`config.mk`:
```
export PLATFORM = sky130hd
export DESIGN_NAME = agoc_core
export DESIGN_NICKNAME = d
export VERILOG_FILES = /design/src/core/agoc_core.v /design/src/core/agoc_correct.v
export VERILOG_INCLUDE_DIRS = /design/src /design/src/include
export SDC_FILE = /design/constraint.sdc
export NUM_CORES = 1
export LEC_CHECK = 0
export ABC_CLOCK_PERIOD_IN_PS = 6800
export BUFFER_PORTS_ARGS = -buffer_cell sky130_fd_sc_hd__buf_2
export CORE_MARGIN = 8
export CORE_UTILIZATION = 55
export DETAILED_ROUTE_END_ITERATION = 10
export GPL_TIMING_DRIVEN = 0
export PLACE_DENSITY = 0.77
export REMOVE_ABC_BUFFERS = 1
export SETUP_SLACK_MARGIN = 0.2
export SYNTH_ARGS = -nofsm -noshare
export SYNTH_HDL_FRONTEND = slang
export SYNTH_SLANG_ARGS = --single-unit
```
`constraint.sdc`:
```
create_clock -name ref_clk -period 6.8 [get_ports ref_clk]
set_input_delay 1.36 -clock ref_clk [delete_from_list [all_inputs] [get_ports ref_clk]]
set_output_delay 1.36 -clock ref_clk [all_outputs]
set_load 0.05 [all_outputs]
```
`src/include/agoc_map.vh`:
```
`ifndef AGOC_MAP_VH
`define AGOC_MAP_VH

// ****************************************************************
// register byte addresses
// ****************************************************************
`define AGOC_ADDR_W 16
`define AGOC_OFS_GAIN1_GAIN 16'h2240
`define AGOC_OFS_GAIN1_OFFSET 16'h2244
`define AGOC_OFS_GAIN1P5_OFFSET 16'h22cc
`define AGOC_OFS_STATUS 16'h22d0
`define AGOC_OFS_CONTROL 16'h22d4

// ****************************************************************
// field layout
// ****************************************************************
`define AGOC_CAL_MSB 14
`define AGOC_CAL_W 15
`define AGOC_RES_W 16
`define AGOC_STAT_SAT_BIT 16
`define AGOC_STAT_ZERO_GAIN_BIT 17
`define AGOC_CTRL_EN_BIT 0

// ****************************************************************
// reset values and fixed codes
// ****************************************************************
`define AGOC_GAIN_RESET 15'h4000
`define AGOC_GAIN_UNITY 15'h4000
`define AGOC_OFFSET_RESET 15'h0000
`define AGOC_RESULT_MID 16'h8000
`define AGOC_CTRL_RESET 1'b1

// ****************************************************************
// channel classes and pga settings on the raw stream
// ****************************************************************
`define AGOC_CHAN_AUX 2'h0
`define AGOC_CHAN_HSTIA 2'h1
`define AGOC_CHAN_LPTIA 2'h2
`define AGOC_CHAN_TEMP 2'h3
`define AGOC_PGA_1 3'h0
`define AGOC_PGA_1P5 3'h1
`define AGOC_PGA_2 3'h2
`define AGOC_PGA_4 3'h3
`define AGOC_PGA_9 3'h4

// ****************************************************************
// timing
// ****************************************************************
`define AGOC_PIPE_CYCLES 2

`endif

```
`src/core/agoc_core.v`:
```
`timescale 1ns/1ps
`include "agoc_map.vh"

module agoc_core (
   // clock and reset
   input wire ref_clk,
   input wire resetn,
   // register port
   input wire [15:0] reg_addr,
   input wire [31:0] reg_wdata,
   input wire reg_wr,
   input wire reg_rd,
   output reg [31:0] reg_rdata,
   // raw conversion stream from the adc
   input wire raw_valid,
   input wire [15:0] raw_result,
   input wire [1:0] raw_chan,
   input wire [2:0] raw_pga,
   // corrected conversion stream
   output reg conversion_result_valid,
   output reg [15:0] conversion_result,
   output reg conversion_saturated
);

   // ****************************************************************
   // calibration and control registers
   // ****************************************************************
   reg [14:0] aux_gain1_gain_cal;
   reg [14:0] aux_gain1_offset_cal;
   reg [14:0] aux_gain1p5_offset_cal;
   reg corr_enable;

   // ****************************************************************
   // status state
   // ****************************************************************
   reg [15:0] last_result;
   reg sat_sticky;
   reg zero_gain_sticky;

   // ****************************************************************
   // address decode
   // ****************************************************************
   wire hit_gain1 = (reg_addr == `AGOC_OFS_GAIN1_GAIN);
   wire hit_off1 = (reg_addr == `AGOC_OFS_GAIN1_OFFSET);
   wire hit_off1p5 = (reg_addr == `AGOC_OFS_GAIN1P5_OFFSET);
   wire hit_status = (reg_addr == `AGOC_OFS_STATUS);
   wire hit_control = (reg_addr == `AGOC_OFS_CONTROL);

   // ****************************************************************
   // correction pipeline wires
   // ****************************************************************
   wire pipe_valid;
   wire [15:0] pipe_result;
   wire pipe_sat;
   wire pipe_zero_gain;

   // ****************************************************************
   // register writes
   // ****************************************************************
   // only the low fifteen bits of a calibration write and bit 0 of a control write are stored; the upper bits have no flops at all
   always @(posedge ref_clk or negedge resetn) begin
      if (!resetn) begin
         aux_gain1_gain_cal <= `AGOC_GAIN_RESET;
         aux_gain1_offset_cal <= `AGOC_OFFSET_RESET;
         aux_gain1p5_offset_cal <= `AGOC_OFFSET_RESET;
         corr_enable <= `AGOC_CTRL_RESET;
      end else if (reg_wr) begin
         if (hit_gain1) begin
            aux_gain1_gain_cal <= reg_wdata[`AGOC_CAL_MSB:0];
         end
         if (hit_off1) begin
            aux_gain1_offset_cal <= reg_wdata[`AGOC_CAL_MSB:0];
         end
         if (hit_off1p5) begin
            aux_gain1p5_offset_cal <= reg_wdata[`AGOC_CAL_MSB:0];
         end
         if (hit_control) begin
            corr_enable <= reg_wdata[`AGOC_CTRL_EN_BIT];
         end
      end
   end

   // ****************************************************************
   // status flags
   // ****************************************************************
   // write one to clear; a new event in the same cycle keeps the flag set
   wire clr_sat = reg_wr && hit_status && reg_wdata[`AGOC_STAT_SAT_BIT];
   wire clr_zero = reg_wr && hit_status && reg_wdata[`AGOC_STAT_ZERO_GAIN_BIT];
   wire set_sat = pipe_valid && pipe_sat;
   wire set_zero = pipe_valid && pipe_zero_gain;

   always @(posedge ref_clk or negedge resetn) begin
      if (!resetn) begin
         sat_sticky <= 1'b0;
         zero_gain_sticky <= 1'b0;
      end else begin
         if (set_sat) begin
            sat_sticky <= 1'b1;
         end else if (clr_sat) begin
            sat_sticky <= 1'b0;
         end
         if (set_zero) begin
            zero_gain_sticky <= 1'b1;
         end else if (clr_zero) begin
            zero_gain_sticky <= 1'b0;
         end
      end
   end

   // last corrected word, readable for calibration loops
   always @(posedge ref_clk or negedge resetn) begin
      if (!resetn) begin
         last_result <= `AGOC_RESULT_MID;
      end else if (pipe_valid) begin
         last_result <= pipe_result;
      end
   end

   // ****************************************************************
   // register reads
   // ****************************************************************
   reg [31:0] next_rdata;

   // reserved and unmapped bits read as zero
   always @* begin
      next_rdata = 32'h00000000;
      if (hit_gain1) begin
         next_rdata[`AGOC_CAL_MSB:0] = aux_gain1_gain_cal;
      end else if (hit_off1) begin
         next_rdata[`AGOC_CAL_MSB:0] = aux_gain1_offset_cal;
      end else if (hit_off1p5) begin
         next_rdata[`AGOC_CAL_MSB:0] = aux_gain1p5_offset_cal;
      end else if (hit_status) begin
         next_rdata[15:0] = last_result;
         next_rdata[`AGOC_STAT_SAT_BIT] = sat_sticky;
         next_rdata[`AGOC_STAT_ZERO_GAIN_BIT] = zero_gain_sticky;
      end else if (hit_control) begin
         next_rdata[`AGOC_CTRL_EN_BIT] = corr_enable;
      end
   end

   // read data stands only in the cycle after the strobe
   always @(posedge ref_clk or negedge resetn) begin
      if (!resetn) begin
         reg_rdata <= 32'h00000000;
      end else if (reg_rd) begin
         reg_rdata <= next_rdata;
      end else begin
         reg_rdata <= 32'h00000000;
      end
   end

   // ****************************************************************
   // calibration selection
   // ****************************************************************
   // tia and temperature channels have their own calibration elsewhere,
   // so here they pass with zero offset and unity gain
   wire chan_aux = (raw_chan == `AGOC_CHAN_AUX);
   wire pga_is_1 = (raw_pga == `AGOC_PGA_1);
   wire pga_is_1p5 = (raw_pga == `AGOC_PGA_1P5);
   wire use_gain1 = corr_enable && chan_aux && pga_is_1;
   wire use_1p5 = corr_enable && chan_aux && pga_is_1p5;

   reg [14:0] sel_off;
   reg [14:0] sel_gain;

   // unity gain with zero offset reproduces the raw code exactly
   always @* begin
      sel_off = `AGOC_OFFSET_RESET;
      sel_gain = `AGOC_GAIN_UNITY;
      if (use_gain1) begin
         sel_off = aux_gain1_offset_cal;
         sel_gain = aux_gain1_gain_cal;
      end else if (use_1p5) begin
         sel_off = aux_gain1p5_offset_cal;
      end
   end

   // ****************************************************************
   // correction pipeline
   // ****************************************************************
   // offset codes map straight onto signed quarter lsbs, giving the
   // +4095.75 to -4096 span without any lookup
   agoc_correct u_correct (
      .ref_clk(ref_clk),
      .resetn(resetn),
      .in_valid(raw_valid),
      .in_raw(raw_result),
      .in_off(sel_off),
      .in_gain(sel_gain),
      .out_valid(pipe_valid),
      .out_result(pipe_result),
      .out_sat(pipe_sat),
      .out_zero_gain(pipe_zero_gain)
   );

   // ****************************************************************
   // output stage
   // ****************************************************************
   // outputs follow the pipeline directly; valid is high for one cycle per sample, so back-to-back samples keep it high
   always @* begin
      conversion_result_valid = pipe_valid;
      conversion_result = pipe_result;
      conversion_saturated = pipe_valid && pipe_sat;
   end

endmodule

```
`src/core/agoc_correct.v`:
```
`timescale 1ns/1ps
`include "agoc_map.vh"

// two-stage offset and gain correction pipeline
module agoc_correct (
   // clock and reset
   input wire ref_clk,
   input wire resetn,
   // raw sample with chosen calibration
   input wire in_valid,
   input wire [15:0] in_raw,
   input wire [14:0] in_off,
   input wire [14:0] in_gain,
   // corrected sample
   output reg out_valid,
   output reg [15:0] out_result,
   output reg out_sat,
   output reg out_zero_gain
);

   // ****************************************************************
   // stage 1: centre the code and add the quarter-lsb offset
   // ****************************************************************
   // the offset field counts quarter lsbs, so the sample is scaled by four first
   wire signed [16:0] centered = $signed({1'b0, in_raw}) - $signed(17'h08000);
   wire signed [19:0] scaled = {centered[16], centered, 2'b00};
   wire signed [19:0] off_ext = {{5{in_off[`AGOC_CAL_MSB]}}, in_off};
   wire signed [19:0] next_sum = scaled + off_ext;

   reg s1_valid;
   reg signed [19:0] s1_sum;
   reg [14:0] s1_gain;

   // gain travels with its sample so a register write mid-flight cannot mix settings
   always @(posedge ref_clk or negedge resetn) begin
      if (!resetn) begin
         s1_valid <= 1'b0;
         s1_sum <= 20'sh00000;
         s1_gain <= `AGOC_GAIN_RESET;
      end else begin
         s1_valid <= in_valid;
         if (in_valid) begin
            s1_sum <= next_sum;
            s1_gain <= in_gain;
         end
      end
   end

   // ****************************************************************
   // stage 2: multiply by the q1.14 gain, round, re-bias, saturate
   // ****************************************************************
   wire signed [35:0] prod = s1_sum * $signed({1'b0, s1_gain});
   wire signed [35:0] rounded = prod + 36'sh000008000;
   wire signed [19:0] lsb = rounded[35:16];
   wire signed [20:0] biased = {lsb[19], lsb} + 21'sh08000;
   wire gain_zero = (s1_gain == 15'h0000);
   wire too_low = biased[20];
   wire too_high = !biased[20] && (biased > 21'sh0ffff);

   reg [15:0] next_result;
   reg next_sat;

   // clamp to the result word instead of wrapping round
   always @* begin
      next_sat = 1'b0;
      if (gain_zero) begin
         next_result = `AGOC_RESULT_MID;
      end else if (too_low) begin
         next_result = 16'h0000;
         next_sat = 1'b1;
      end else if (too_high) begin
         next_result = 16'hffff;
         next_sat = 1'b1;
      end else begin
         next_result = biased[15:0];
      end
   end

   // registered outputs
   always @(posedge ref_clk or negedge resetn) begin
      if (!resetn) begin
         out_valid <= 1'b0;
         out_result <= `AGOC_RESULT_MID;
         out_sat <= 1'b0;
         out_zero_gain <= 1'b0;
      end else begin
         out_valid <= s1_valid;
         out_sat <= s1_valid && next_sat;
         out_zero_gain <= s1_valid && gain_zero;
         if (s1_valid) begin
            out_result <= next_result;
         end
      end
   end

endmodule

```
# == Yosys cells after proc, flatten, opt, wreduce, memory -nomap -nowiden ==
# Index checks and enable logic that the tools add are counted.
# W data, S select, Z words.
# totals
reg_bits,151
out_inout_bits,50
word_cells,71
# classes
addsub,4
mul,1
n_lt_le_gt_ge,1
eq_ne,6
n_mux,23
reduce_logical,21
# op_table
op,count
$mux W15,6
$eq A16 B14 Y1 const B,5
$mux W16,3
$add A36 B17 Y36 const B,1
$mul A20 B16 Y36,1
$add A20 B17 Y21 const B,1
$gt A21 B17 Y1 const B,1
$add A19 B15 Y20,1
$mux W18,1
$mux W17,1
$sub A16 B16 Y17 const B,1
$logic_not A15 Y1,1
$logic_and A1 B1 Y1,11
$mux W1,9
$mux W3,3
$reduce_and A2 Y1,4
$reduce_bool A2 Y1,2
$eq A3 B1 Y1 const B,1
$logic_not A3 Y1,1
$logic_not A2 Y1,1
$logic_not A1 Y1,1

# == Depth between registers and ports, before layout ==
# Gate-level depths: netlist of run 1.
# depth
ltp_word,9
ltp_mapped,29
ltp_nobuf,27

# == By module ==
# A second synthesis of run 1 with hierarchy kept.
# unflattened
cells_unflattened,1914
area_unflattened_um2,18591.6
# by_module_without_submodules
mod,instances,cells_each,area_each_um2,seq_area_each_um2
agoc_correct,1,1585,14498.9,1378.8
agoc_core,1,329,4092.7,2055.7

# == Worst setup path before layout of run 1 ==
# No wires, ideal clock.
# synth_path
path_kind,register -> register
start,reg u_correct.s1_sum[12]
end,reg u_correct.out_result[11]
setup_time_ns,0.138
arrival_time_ns,6.901
required_ns,6.662
slack_ns,-0.239
stages_incl_launch_ff,26
path_buffers,2
path_cell_list,dfrtp_1 -> clkbuf_1 -> nand2_1 -> fa_1 -> fa_1 -> fa_1 -> inv_1 -> fa_1 -> fa_1 -> inv_1 -> fa_1 -> inv_1 -> ha_1 -> a21o_1 -> a21oi_2 -> or3b_1 -> o211a_1 -> o21a_2 -> a21oi_1 -> xnor2_1 -> ha_1 -> or2_2 -> a2111o_1 -> o211ai_4 -> buf_6 -> o221ai_2
# synth_between
elab_chain_len,8
# synth_lines
element,line_no,rtl
from (decl),agoc_correct.v:31,reg signed [19:0] s1_sum;
from (signal assigned),agoc_correct.v:43,s1_sum <= next_sum;
$mul A20 B16 Y36 (*),agoc_correct.v:52,"wire signed [35:0] prod = s1_sum * $signed({1'b0, s1_gain});"
$add A36 B17 Y36 (*),agoc_correct.v:53,wire signed [35:0] rounded = prod + 36'sh000008000;
$add A20 B17 Y21 (*),agoc_correct.v:55,"wire signed [20:0] biased = {lsb[19], lsb} + 21'sh08000;"
$gt A21 B17 Y1 / $logic_not A1 Y1 (equally long branches),agoc_correct.v:58,wire too_high = !biased[20] && (biased > 21'sh0ffff);
$logic_and A1 B1 Y1,agoc_correct.v:58,
$mux W16,agoc_correct.v:71,end else if (too_high) begin
$mux W16 (*),agoc_correct.v:68,end else if (too_low) begin
$mux W16 (*),agoc_correct.v:66,if (gain_zero) begin
to (signal assigned),agoc_correct.v:83,out_result <= `AGOC_RESULT_MID;
to (signal assigned),agoc_correct.v:91,out_result <= next_result;
to (decl),agoc_correct.v:16,"output reg [15:0] out_result,"
# Mark *: on every way between the ends. The rest lies on a longest branch, timed or not.
# A chain may end at the register's enable or synchronous reset.

# == Final worst setup path of run 1 ==
# layout_path
start,reg u_correct.s1_gain[5]
end,reg u_correct.out_result[15]
# layout_between
elab_chain_len,8
# layout_lines
element,line_no,rtl
from (decl),agoc_correct.v:32,reg [14:0] s1_gain;
from (signal assigned),agoc_correct.v:39,s1_gain <= `AGOC_GAIN_RESET;
from (signal assigned),agoc_correct.v:44,s1_gain <= in_gain;
$mul A20 B16 Y36,agoc_correct.v:52,
$add A36 B17 Y36,agoc_correct.v:53,
$add A20 B17 Y21,agoc_correct.v:55,
$gt A21 B17 Y1 / $logic_not A1 Y1 (equally long branches),agoc_correct.v:58,
$logic_and A1 B1 Y1,agoc_correct.v:58,
$mux W16,agoc_correct.v:71,
$mux W16,agoc_correct.v:68,
$mux W16 (*),agoc_correct.v:66,
# Marked as above.

==> results of run 1 <==
## layout by cell type (no fill, tap or decap), types with 8 or more instances in the layout
| cell | n |
|---|---|
| sky130_fd_sc_hd__dfrtp_4 | 15 |
| sky130_fd_sc_hd__xnor2_1 | 21 |
| sky130_fd_sc_hd__buf_12 | 8 |
| sky130_fd_sc_hd__ha_4 | 9 |
| sky130_fd_sc_hd__fa_1 | 285 |
| sky130_fd_sc_hd__xor2_1 | 13 |
| sky130_fd_sc_hd__a222oi_1 | 14 |
| sky130_fd_sc_hd__nand2_2 | 9 |
| sky130_fd_sc_hd__dfrtp_2 | 15 |
| sky130_fd_sc_hd__nor3_1 | 8 |
| sky130_fd_sc_hd__nand3_1 | 13 |
| sky130_fd_sc_hd__a21o_1 | 12 |
| sky130_fd_sc_hd__fa_2 | 13 |
| sky130_fd_sc_hd__buf_2 | 93 |
| sky130_fd_sc_hd__mux2i_1 | 14 |
| sky130_fd_sc_hd__o21ai_0 | 16 |
| sky130_fd_sc_hd__o221ai_2 | 8 |
| sky130_fd_sc_hd__inv_1 | 380 |
| sky130_fd_sc_hd__o21bai_1 | 10 |
| sky130_fd_sc_hd__buf_6 | 8 |
| sky130_fd_sc_hd__nor2_1 | 41 |
| sky130_fd_sc_hd__mux2_2 | 73 |
| sky130_fd_sc_hd__and2_1 | 130 |
| sky130_fd_sc_hd__clkbuf_16 | 17 |
| sky130_fd_sc_hd__ha_1 | 111 |
| sky130_fd_sc_hd__nand2_1 | 209 |
| sky130_fd_sc_hd__conb_1 | 14 |
| sky130_fd_sc_hd__a21oi_1 | 47 |
| sky130_fd_sc_hd__and3_1 | 9 |
| sky130_fd_sc_hd__a22o_1 | 15 |
| sky130_fd_sc_hd__buf_4 | 31 |
| sky130_fd_sc_hd__dfrtp_1 | 102 |
## final cells by class
| class | instances | area share |
|---|---|---|
| clock buffer | 18 | 0.0216 |
| tap | 442 | 0.0272 |
| sequential | 137 | 0.173 |
| antenna | 1 | 0.000123 |
| inverter | 388 | 0.0717 |
| clock inverter | 14 | 0.00844 |
| multi-input combinational | 1236 | 0.645 |
| timing repair buffer | 147 | 0.0531 |
## power groups by stage
| stage | registers, mW | clock network [mW] | logic (mW) |
|---|---|---|---|
| after floorplan | 0.988 | 0 | 0.211 |
| after detailed placement | 0.987 | 0 | 0.389 |
| final | 0.979 | 0.956 | 0.453 |
| after CTS | 0.970 | 0.948 | 0.438 |
| after global placement | 0.985 | 0 | 0.376 |
| after global routing | 0.980 | 0.989 | 0.489 |
## metal layers
metal	vias to the layer above	part of all wire
met5	-	0.00026
met4	2	0.048
met3	162	0.085
met2	661	0.49
met1	7051	0.37
li1	5901	-
## cell families (layout without fill, tap and decap cells)
logic type,after synthesis,after routing,synth area share
xor+xnor,37,37,0.0185
other cells,1,15,0.000209
compound gates,195,195,0.0800
mux,89,89,0.0553
flops,137,137,0.192
simple gates,479,479,0.131
buf+inv,480,567,0.104
fa+ha+maj,422,422,0.419
## per-stage QoR
stage	setup TNS, ns	hold slack, ns	utilization
finish	-6.98	0.469	0.629
global placement	-19.11	0.452	0.576
floorplan	-2.49	0.441	-
detailed placement	-21.18	0.457	0.578
global route	-10.08	0.477	0.629
CTS	-5.31	0.470	0.623
## worst max-delay path, stage by stage, from the launching register on
cell	delay (ns)
sky130_fd_sc_hd__dfrtp_4	0.51
sky130_fd_sc_hd__buf_12	0.15
sky130_fd_sc_hd__and2_4	0.14
sky130_fd_sc_hd__fa_1	0.55
sky130_fd_sc_hd__inv_2	0.05
sky130_fd_sc_hd__fa_2	0.44
sky130_fd_sc_hd__fa_2	0.54
sky130_fd_sc_hd__inv_2	0.04
sky130_fd_sc_hd__fa_2	0.47
sky130_fd_sc_hd__fa_1	0.55
sky130_fd_sc_hd__inv_2	0.05
sky130_fd_sc_hd__fa_1	0.50
sky130_fd_sc_hd__inv_1	0.04
sky130_fd_sc_hd__ha_2	0.17
sky130_fd_sc_hd__a21o_1	0.20
sky130_fd_sc_hd__a21oi_2	0.15
sky130_fd_sc_hd__or3b_4	0.40
sky130_fd_sc_hd__o211a_4	0.29
sky130_fd_sc_hd__o21a_4	0.25
sky130_fd_sc_hd__a21oi_4	0.18
sky130_fd_sc_hd__xnor2_2	0.09
sky130_fd_sc_hd__inv_1	0.07
sky130_fd_sc_hd__ha_2	0.17
sky130_fd_sc_hd__nand2_1	0.06
sky130_fd_sc_hd__or4_4	0.53
sky130_fd_sc_hd__nor3_4	0.26
sky130_fd_sc_hd__a31oi_4	0.15
sky130_fd_sc_hd__a21oi_2	0.19
## worst min-delay path by stage
stage / cells past startpoint / to / start / slack, ns
2_1_floorplan: 1 / sat_sticky / sat_sticky / 0.44
3_3_place_gp: 1 / sat_sticky / sat_sticky / 0.45
3_5_place_dp: 1 / sat_sticky / sat_sticky / 0.46
4_1_cts: 1 / sat_sticky / sat_sticky / 0.47
5_1_grt: 1 / sat_sticky / sat_sticky / 0.48
6_report: 1 / sat_sticky / sat_sticky / 0.47
## sequential cells by signal (all words and copies together) (netlist names)
name,cells
aux_gain1_offset_cal,15
u_correct.out_zero_gain,1
reg_rdata,18
u_correct.s1_sum,20
u_correct.s1_valid,1
aux_gain1p5_offset_cal,15
zero_gain_sticky,1
u_correct.s1_gain,15
sat_sticky,1
u_correct.out_sat,1
u_correct.out_valid,1
last_result,16
aux_gain1_gain_cal,15
u_correct.out_result,16
corr_enable,1
## what timing repair did
item                                    in CTS  in global routing
gates cloned                                 1                  0
resized for setup                          117                 31
endpoints found under the setup margin      17                 17
pin swaps                                   27                 21
hold buffers                                 0                  0
buffers inserted                            42                  6
hold endpoints to repair                     0                  0
==> impl_metrics.prom, run 1 <==
# TYPE chip_impl_metric gauge
chip_impl_metric{name="number_of_antenna_violations_at_the_first_check_in_global_routing",unit=""} 2
chip_impl_metric{name="post_drt_via_cell_ratio",unit=""} 5.78
chip_impl_metric{name="p_int",unit="mW"} 1.62
chip_impl_metric{name="first_global_vias",unit=""} 15000
chip_impl_metric{name="final_hold_viol_count",unit=""} 0
chip_impl_metric{name="p_clk_frac",unit=""} 0.400
chip_impl_metric{name="power_frac_comb",unit=""} 0.190
chip_impl_metric{name="maxCapViolCount",unit=""} 0
chip_impl_metric{name="routed-via-count",unit=""} 13800
chip_impl_metric{name="final_period_minus_worst_setup_slack",unit="ns"} 7.27
chip_impl_info{name="synth_top_cell_by_area",value="sky130_fd_sc_hd__fa_1"} 1
chip_impl_metric{name="netSwitchingPower",unit="mW"} 0.764
chip_impl_metric{name="sw_frac_of_total",unit=""} 0.320
chip_impl_metric{name="post_synthesis_cell_count",unit=""} 1840
chip_impl_metric{name="flow.area_growth_from_synthesis",unit="%"} 13.3
chip_impl_metric{name="seq_area",unit="um2"} 3510
chip_impl_metric{name="floorplan.die_area",unit="um2"} 38600
chip_impl_info{name="crit_end",value="u_correct.out_result[15]"} 1
chip_impl_metric{name="vdd_drop_max",unit="mV"} 0.202
chip_impl_metric{name="dr.pass1.iters",unit=""} 7
chip_impl_metric{name="core.rowCount",unit=""} 66
chip_impl_metric{name="fin_area",unit="um2"} 20300
chip_impl_metric{name="filler_cell_count",unit=""} 2498
chip_impl_info{name="ctsRootBufferMaster",value="sky130_fd_sc_hd__clkbuf_16"} 1
chip_impl_info{name="setup.worst_path.start_class",value="flip-flop"} 1
chip_impl_metric{name="drive_above_1_share",unit=""} 0.202
chip_impl_metric{name="final_hpwl_from_detailed_placement",unit="um"} 33900
chip_impl_info{name="worstSetupEndpointType",value="flip-flop"} 1
chip_impl_info{name="synthFlopType",value="sky130_fd_sc_hd__dfrtp_1"} 1
chip_impl_metric{name="insertion_delay",unit="ns"} 0.43
chip_impl_metric{name="place_congestion",unit=""} 0.871
chip_impl_metric{name="grt_pass1_wl",unit="um"} 79700
chip_impl_metric{name="routed_wirelength",unit="um"} 49600
chip_impl_metric{name="post_synthesis_sequential_element_count",unit=""} 137
chip_impl_metric{name="numClockSinks",unit=""} 137
chip_impl_info{name="crit_type",value="reg2reg"} 1
chip_impl_metric{name="post_synth_instance_area",unit="um2"} 17900
chip_impl_metric{name="worst_clock_skew",unit="ns"} 0.0111
chip_impl_metric{name="synthesis.yosys.warnings",unit=""} 0
chip_impl_metric{name="place_area",unit="um2"} 18700
chip_impl_metric{name="initialDrtViolationCount",unit=""} 1214
chip_impl_metric{name="worst_ep_arrival_time",unit="ns"} 7.63
chip_impl_info{name="globalRoute.busiestLayer",value="met2"} 1
chip_impl_metric{name="design.core.area",unit="um2"} 32300
chip_impl_metric{name="totalPowerFinal",unit="mW"} 2.39
chip_impl_info{name="post_synth_main_area_contributors",value="sky130_fd_sc_hd__fa_1 (33%), sky130_fd_sc_hd__dfrtp_1 (18%), sky130_fd_sc_hd__ha_1 (8.7%)"} 1
chip_impl_metric{name="post-route-worst-setup-slack",unit="ns"} -0.473
chip_impl_metric{name="final-max-slew-violation-count",unit=""} 0
chip_impl_info{name="violations_in_the_final_reports",value="setup timing"} 1
chip_impl_metric{name="grt_usage",unit=""} 0.263
chip_impl_metric{name="cts_h_tree_lvls",unit=""} 4
chip_impl_metric{name="power.static_leakage",unit="nW"} 10.2
chip_impl_metric{name="grt.met2_usage",unit=""} 0.437
chip_impl_metric{name="worstPathRequired",unit="ns"} 7.16
chip_impl_metric{name="crit_path_max_fanout",unit=""} 4
chip_impl_metric{name="async_reset_ff_frac",unit=""} 1.00
chip_impl_metric{name="setup.reg_to_reg.worst_slack",unit="ns"} -0.47
chip_impl_metric{name="synth_enable_flop_cells",unit=""} 0
chip_impl_metric{name="clk_pin_slew_worst_paths",unit="ns"} 0.06
chip_impl_metric{name="layout.cells.non_filler",unit=""} 2383
chip_impl_metric{name="dp_cells",unit=""} 2301
chip_impl_metric{name="multiInputGateArea",unit="um2"} 13100
chip_impl_metric{name="die_w",unit="um"} 197
chip_impl_metric{name="timing.final.crit_share",unit=""} 1.07
chip_impl_metric{name="synth.lib_cells_used.distinct",unit=""} 76
chip_impl_metric{name="die_height",unit="um"} 197
chip_impl_metric{name="num_io_pins",unit=""} 124
chip_impl_metric{name="route.detailed.wl_per_inst",unit="um"} 20.8
chip_impl_metric{name="gr_util_met3",unit=""} 0.0536
chip_impl_info{name="rr_endpoint",value="u_correct.out_result[15]"} 1
chip_impl_info{name="cts_tree",value="done"} 1
chip_impl_metric{name="pre_cts_ws",unit="ns"} -1.33
chip_impl_metric{name="sequentialPowerShare",unit=""} 0.410
chip_impl_info{name="post-synth-top-count-cell",value="sky130_fd_sc_hd__inv_1"} 1
chip_impl_metric{name="port-buffer-count",unit=""} 94
chip_impl_metric{name="maximum_operating_frequency",unit="MHz"} 138
chip_impl_metric{name="finalSetupViolations",unit=""} 17
chip_impl_metric{name="pwr_dens",unit="nW/um2"} 118
chip_impl_info{name="status",value="finished with violations"} 1
chip_impl_metric{name="drc_errors",unit=""} 0
chip_impl_metric{name="num-nets-final",unit=""} 2423
chip_impl_metric{name="postRouteAntennaNets",unit=""} 0
chip_impl_metric{name="timing_worst_slew_pin_value",unit="ns"} 1.14
chip_impl_metric{name="grt.overflow.total",unit=""} 0
chip_impl_metric{name="reg2reg_depth",unit=""} 27
chip_impl_info{name="critPathLaunch",value="u_correct.s1_gain[5]"} 1
chip_impl_metric{name="synth_largest_type_area_fraction",unit=""} 0.333
chip_impl_info{name="yosys-top-cells-count",value="sky130_fd_sc_hd__inv_1 (387), sky130_fd_sc_hd__fa_1 (298), sky130_fd_sc_hd__nand2_1 (219), sky130_fd_sc_hd__and2_1 (135), sky130_fd_sc_hd__dfrtp_1 (132)"} 1
chip_impl_metric{name="grt_max_degree",unit=""} 76
chip_impl_metric{name="clock_tree.buffer_depth",unit=""} 2
chip_impl_info{name="grt_setup_unrepaired",value="true"} 1
chip_impl_metric{name="initial_core_util",unit=""} 0.555
chip_impl_metric{name="timing.slew.headroom",unit=""} 0.231
chip_impl_metric{name="cts_inserted_buffers",unit=""} 17
chip_impl_metric{name="syn_area_per_cell",unit="um2"} 9.74
chip_impl_info{name="holdCritPathClass",value="reg2reg"} 1
chip_impl_metric{name="fraction_of_the_yosys_area_taken_by_sequential_cells",unit=""} 0.192
chip_impl_info{name="reg2reg_from",value="u_correct.s1_gain[5]"} 1
chip_impl_metric{name="groute.layer.met1.usage",unit=""} 0.328
Power figures use the tool's default switching activity.
==> run 2: changes to the inputs <==
Settings changed: CORE_UTILIZATION 55 to 45, CTS_CLUSTER_SIZE set to 8, PLACE_DENSITY 0.77 to not set.
==> impl_metrics.prom, run 2 (same netlist as run 1, synthesis figures left out) <==
# TYPE chip_impl_metric gauge
chip_impl_metric{name="cell_depth_of_the_worst_hold_path",unit=""} 1
chip_impl_metric{name="port-buffer-count",unit=""} 94
chip_impl_metric{name="final_period_minus_worst_setup_slack",unit="ns"} 7.17
chip_impl_info{name="crit_type",value="reg2reg"} 1
chip_impl_info{name="violations_in_the_final_reports",value="setup timing"} 1
chip_impl_metric{name="vdd_drop_max",unit="mV"} 0.202
chip_impl_info{name="biggestRegsByFlops",value="u_correct.s1_sum x20, reg_rdata x18"} 1
chip_impl_info{name="mostFrequentLayoutCell",value="sky130_fd_sc_hd__inv_1"} 1
chip_impl_metric{name="cts_inserted_buffers",unit=""} 17
chip_impl_metric{name="initial_core_util",unit=""} 0.453
chip_impl_metric{name="die_w",unit="um"} 216
chip_impl_metric{name="timing.slew.headroom",unit=""} 0.0995
chip_impl_metric{name="flow.area_growth_from_synthesis",unit="%"} 15.7
chip_impl_metric{name="initialDrtViolationCount",unit=""} 957
chip_impl_metric{name="num_io_pins",unit=""} 124
chip_impl_metric{name="clock_tree.buffer_depth",unit=""} 2
chip_impl_metric{name="drive_above_1_share",unit=""} 0.222
chip_impl_info{name="reg2reg_from",value="u_correct.s1_gain[4]"} 1
chip_impl_metric{name="worst_clock_skew",unit="ns"} 0.0149
chip_impl_metric{name="core.rowCount",unit=""} 73
chip_impl_metric{name="maxCapViolCount",unit=""} 0
chip_impl_metric{name="floorplan.die_area",unit="um2"} 46500
chip_impl_metric{name="dr.pass1.iters",unit=""} 8
chip_impl_metric{name="final-max-slew-violation-count",unit=""} 0
chip_impl_info{name="setup.worst_path.start_class",value="flip-flop"} 1
chip_impl_metric{name="cts_h_tree_lvls",unit=""} 4
chip_impl_metric{name="postRouteAntennaNets",unit=""} 0
chip_impl_metric{name="totalPowerFinal",unit="mW"} 2.32
chip_impl_metric{name="crit_path_max_fanout",unit=""} 7
chip_impl_metric{name="final_hpwl_from_detailed_placement",unit="um"} 35400
chip_impl_metric{name="grt_usage",unit=""} 0.220
chip_impl_info{name="top_register",value="u_correct.s1_sum"} 1
chip_impl_metric{name="power.static_leakage",unit="nW"} 10.3
chip_impl_metric{name="die_height",unit="um"} 216
chip_impl_info{name="final_cell_mix",value="sky130_fd_sc_hd__inv_1 (376), sky130_fd_sc_hd__fa_1 (279), sky130_fd_sc_hd__nand2_1 (208)"} 1
chip_impl_metric{name="design.core.area",unit="um2"} 39500
chip_impl_metric{name="maximum_operating_frequency",unit="MHz"} 140
chip_impl_metric{name="post-route-worst-setup-slack",unit="ns"} -0.368
chip_impl_metric{name="timing.final.crit_share",unit=""} 1.05
chip_impl_metric{name="grt.overflow.total",unit=""} 0
chip_impl_metric{name="layout.cells.non_filler",unit=""} 2496
chip_impl_metric{name="routed_wirelength",unit="um"} 50900
chip_impl_metric{name="numClockSinks",unit=""} 137
chip_impl_metric{name="insertion_delay",unit="ns"} 0.43
chip_impl_metric{name="worstPathRequired",unit="ns"} 7.12
chip_impl_metric{name="grt_pass1_wl",unit="um"} 79900
chip_impl_metric{name="routed-via-count",unit=""} 13400
chip_impl_metric{name="number_of_antenna_violations_at_the_first_check_in_global_routing",unit=""} 4
chip_impl_metric{name="post_drt_via_cell_ratio",unit=""} 5.38
chip_impl_info{name="worstHoldEndpoint",value="sat_sticky"} 1
chip_impl_metric{name="place_congestion",unit=""} 0.850
chip_impl_info{name="holdCritPathClass",value="reg2reg"} 1
chip_impl_info{name="status",value="finished with violations"} 1
chip_impl_info{name="grt_setup_unrepaired",value="true"} 1
chip_impl_metric{name="drc_errors",unit=""} 0
chip_impl_info{name="cts_tree",value="done"} 1
chip_impl_metric{name="reg2reg_depth",unit=""} 26
chip_impl_metric{name="route.detailed.wl_per_inst",unit="um"} 20.4
chip_impl_info{name="ctsRootBufferMaster",value="sky130_fd_sc_hd__clkbuf_16"} 1
chip_impl_metric{name="worst_ep_arrival_time",unit="ns"} 7.49
chip_impl_metric{name="finalSetupViolations",unit=""} 17
chip_impl_metric{name="cts.hold.buffers_added",unit=""} 0
chip_impl_metric{name="largest_register_ff_count",unit=""} 20
chip_impl_metric{name="pwr_dens",unit="nW/um2"} 112
chip_impl_metric{name="final_hold_viol_count",unit=""} 0
chip_impl_metric{name="num-nets-final",unit=""} 2455
chip_impl_metric{name="timing_worst_slew_pin_value",unit="ns"} 1.35
chip_impl_metric{name="dp_cells",unit=""} 2385
chip_impl_metric{name="grt_max_degree",unit=""} 103
chip_impl_info{name="rr_endpoint",value="u_correct.out_result[7]"} 1
chip_impl_metric{name="clk_pin_slew_worst_paths",unit="ns"} 0.07
chip_impl_metric{name="first_global_vias",unit=""} 14300
chip_impl_info{name="worstHoldStart",value="sat_sticky"} 1
chip_impl_info{name="worstSetupEndpointType",value="flip-flop"} 1
chip_impl_metric{name="setup.reg_to_reg.worst_slack",unit="ns"} -0.37
run 2: layout make-up:
cell class,count,area (um2)
antenna,1,2.50
clock buffer,20,457
clock inverter,10,95.1
fill,3596,18800
inverter,388,1460
multi-input combinational,1236,13200
sequential,137,3520
tap,525,657
timing repair buffer,179,1400
run 2: critical path: stages (launching register included):
cell,delay [ns]
sky130_fd_sc_hd__dfrtp_4,0.50
sky130_fd_sc_hd__buf_8,0.16
sky130_fd_sc_hd__and2_1,0.18
sky130_fd_sc_hd__fa_1,0.54
sky130_fd_sc_hd__inv_1,0.05
sky130_fd_sc_hd__fa_1,0.43
sky130_fd_sc_hd__fa_1,0.55
sky130_fd_sc_hd__inv_1,0.05
sky130_fd_sc_hd__fa_1,0.50
sky130_fd_sc_hd__fa_1,0.50
sky130_fd_sc_hd__inv_1,0.05
sky130_fd_sc_hd__fa_1,0.47
sky130_fd_sc_hd__inv_1,0.06
sky130_fd_sc_hd__ha_4,0.26
sky130_fd_sc_hd__a21oi_2,0.18
sky130_fd_sc_hd__o21ai_2,0.09
sky130_fd_sc_hd__or2_4,0.28
sky130_fd_sc_hd__or4_4,0.60
sky130_fd_sc_hd__a21oi_4,0.26
sky130_fd_sc_hd__o31ai_4,0.11
sky130_fd_sc_hd__xnor2_2,0.17
sky130_fd_sc_hd__buf_4,0.15
sky130_fd_sc_hd__a2111o_1,0.44
sky130_fd_sc_hd__o211ai_4,0.16
sky130_fd_sc_hd__buf_12,0.17
sky130_fd_sc_hd__buf_6,0.10
sky130_fd_sc_hd__nand2_2,0.03
run 2: what timing repair did:
action                                  4_1_cts  5_1_grt
setup buffers                                52       27
resized for setup                           120       55
pin swaps                                    44       37
cloned                                        1        0
hold endpoints to repair                      0        0
endpoints found under the setup margin       17       17
run 2: worst max-delay path by stage:
| stage | from | end | depth (start not counted) |
|---|---|---|---|
| floorplan | u_correct.s1_gain[1] | u_correct.out_result[0] | 23 |
| global placement | u_correct.s1_gain[1] | u_correct.out_result[0] | 21 |
| detailed placement | u_correct.s1_gain[1] | u_correct.out_result[3] | 21 |
| CTS | u_correct.s1_gain[4] | u_correct.out_result[7] | 27 |
| global route | u_correct.s1_gain[5] | u_correct.out_result[7] | 27 |
| finish | u_correct.s1_gain[4] | u_correct.out_result[7] | 26 |
run 2: power by group:
part	total [mW]	switching, mW	leakage [nW]	internal (mW)
Combinational	0.472	0.290	8.33	0.182
Sequential	0.971	0.101	1.72	0.870
Clock	0.881	0.362	0.269	0.519
run 2: stage by stage:
stage               setup TNS, ns  hold WS [ns]  setup slack [ns]  cell area (um2)   util
global placement           -22.23         0.454             -1.39            18700  0.473
CTS                         -5.16         0.475            -0.343            20300  0.513
floorplan                   -2.49         0.441            -0.222            17600      -
detailed placement         -24.33         0.461             -1.52            18800  0.475
global route                -8.58         0.497            -0.548            20700  0.524
finish                      -5.52         0.475            -0.368            20700  0.525
run 2: routing by layer:
metal  GRT usage  part of all wire  up-vias  wire length (um)
li1            -                 -     5952                 -
met1       0.284              0.41     6940             21100
met4      0.0769             0.032        0              1620
met3      0.0393             0.066       96              3340
met2       0.369              0.49      432             24800
met5           0                 0        -                 0
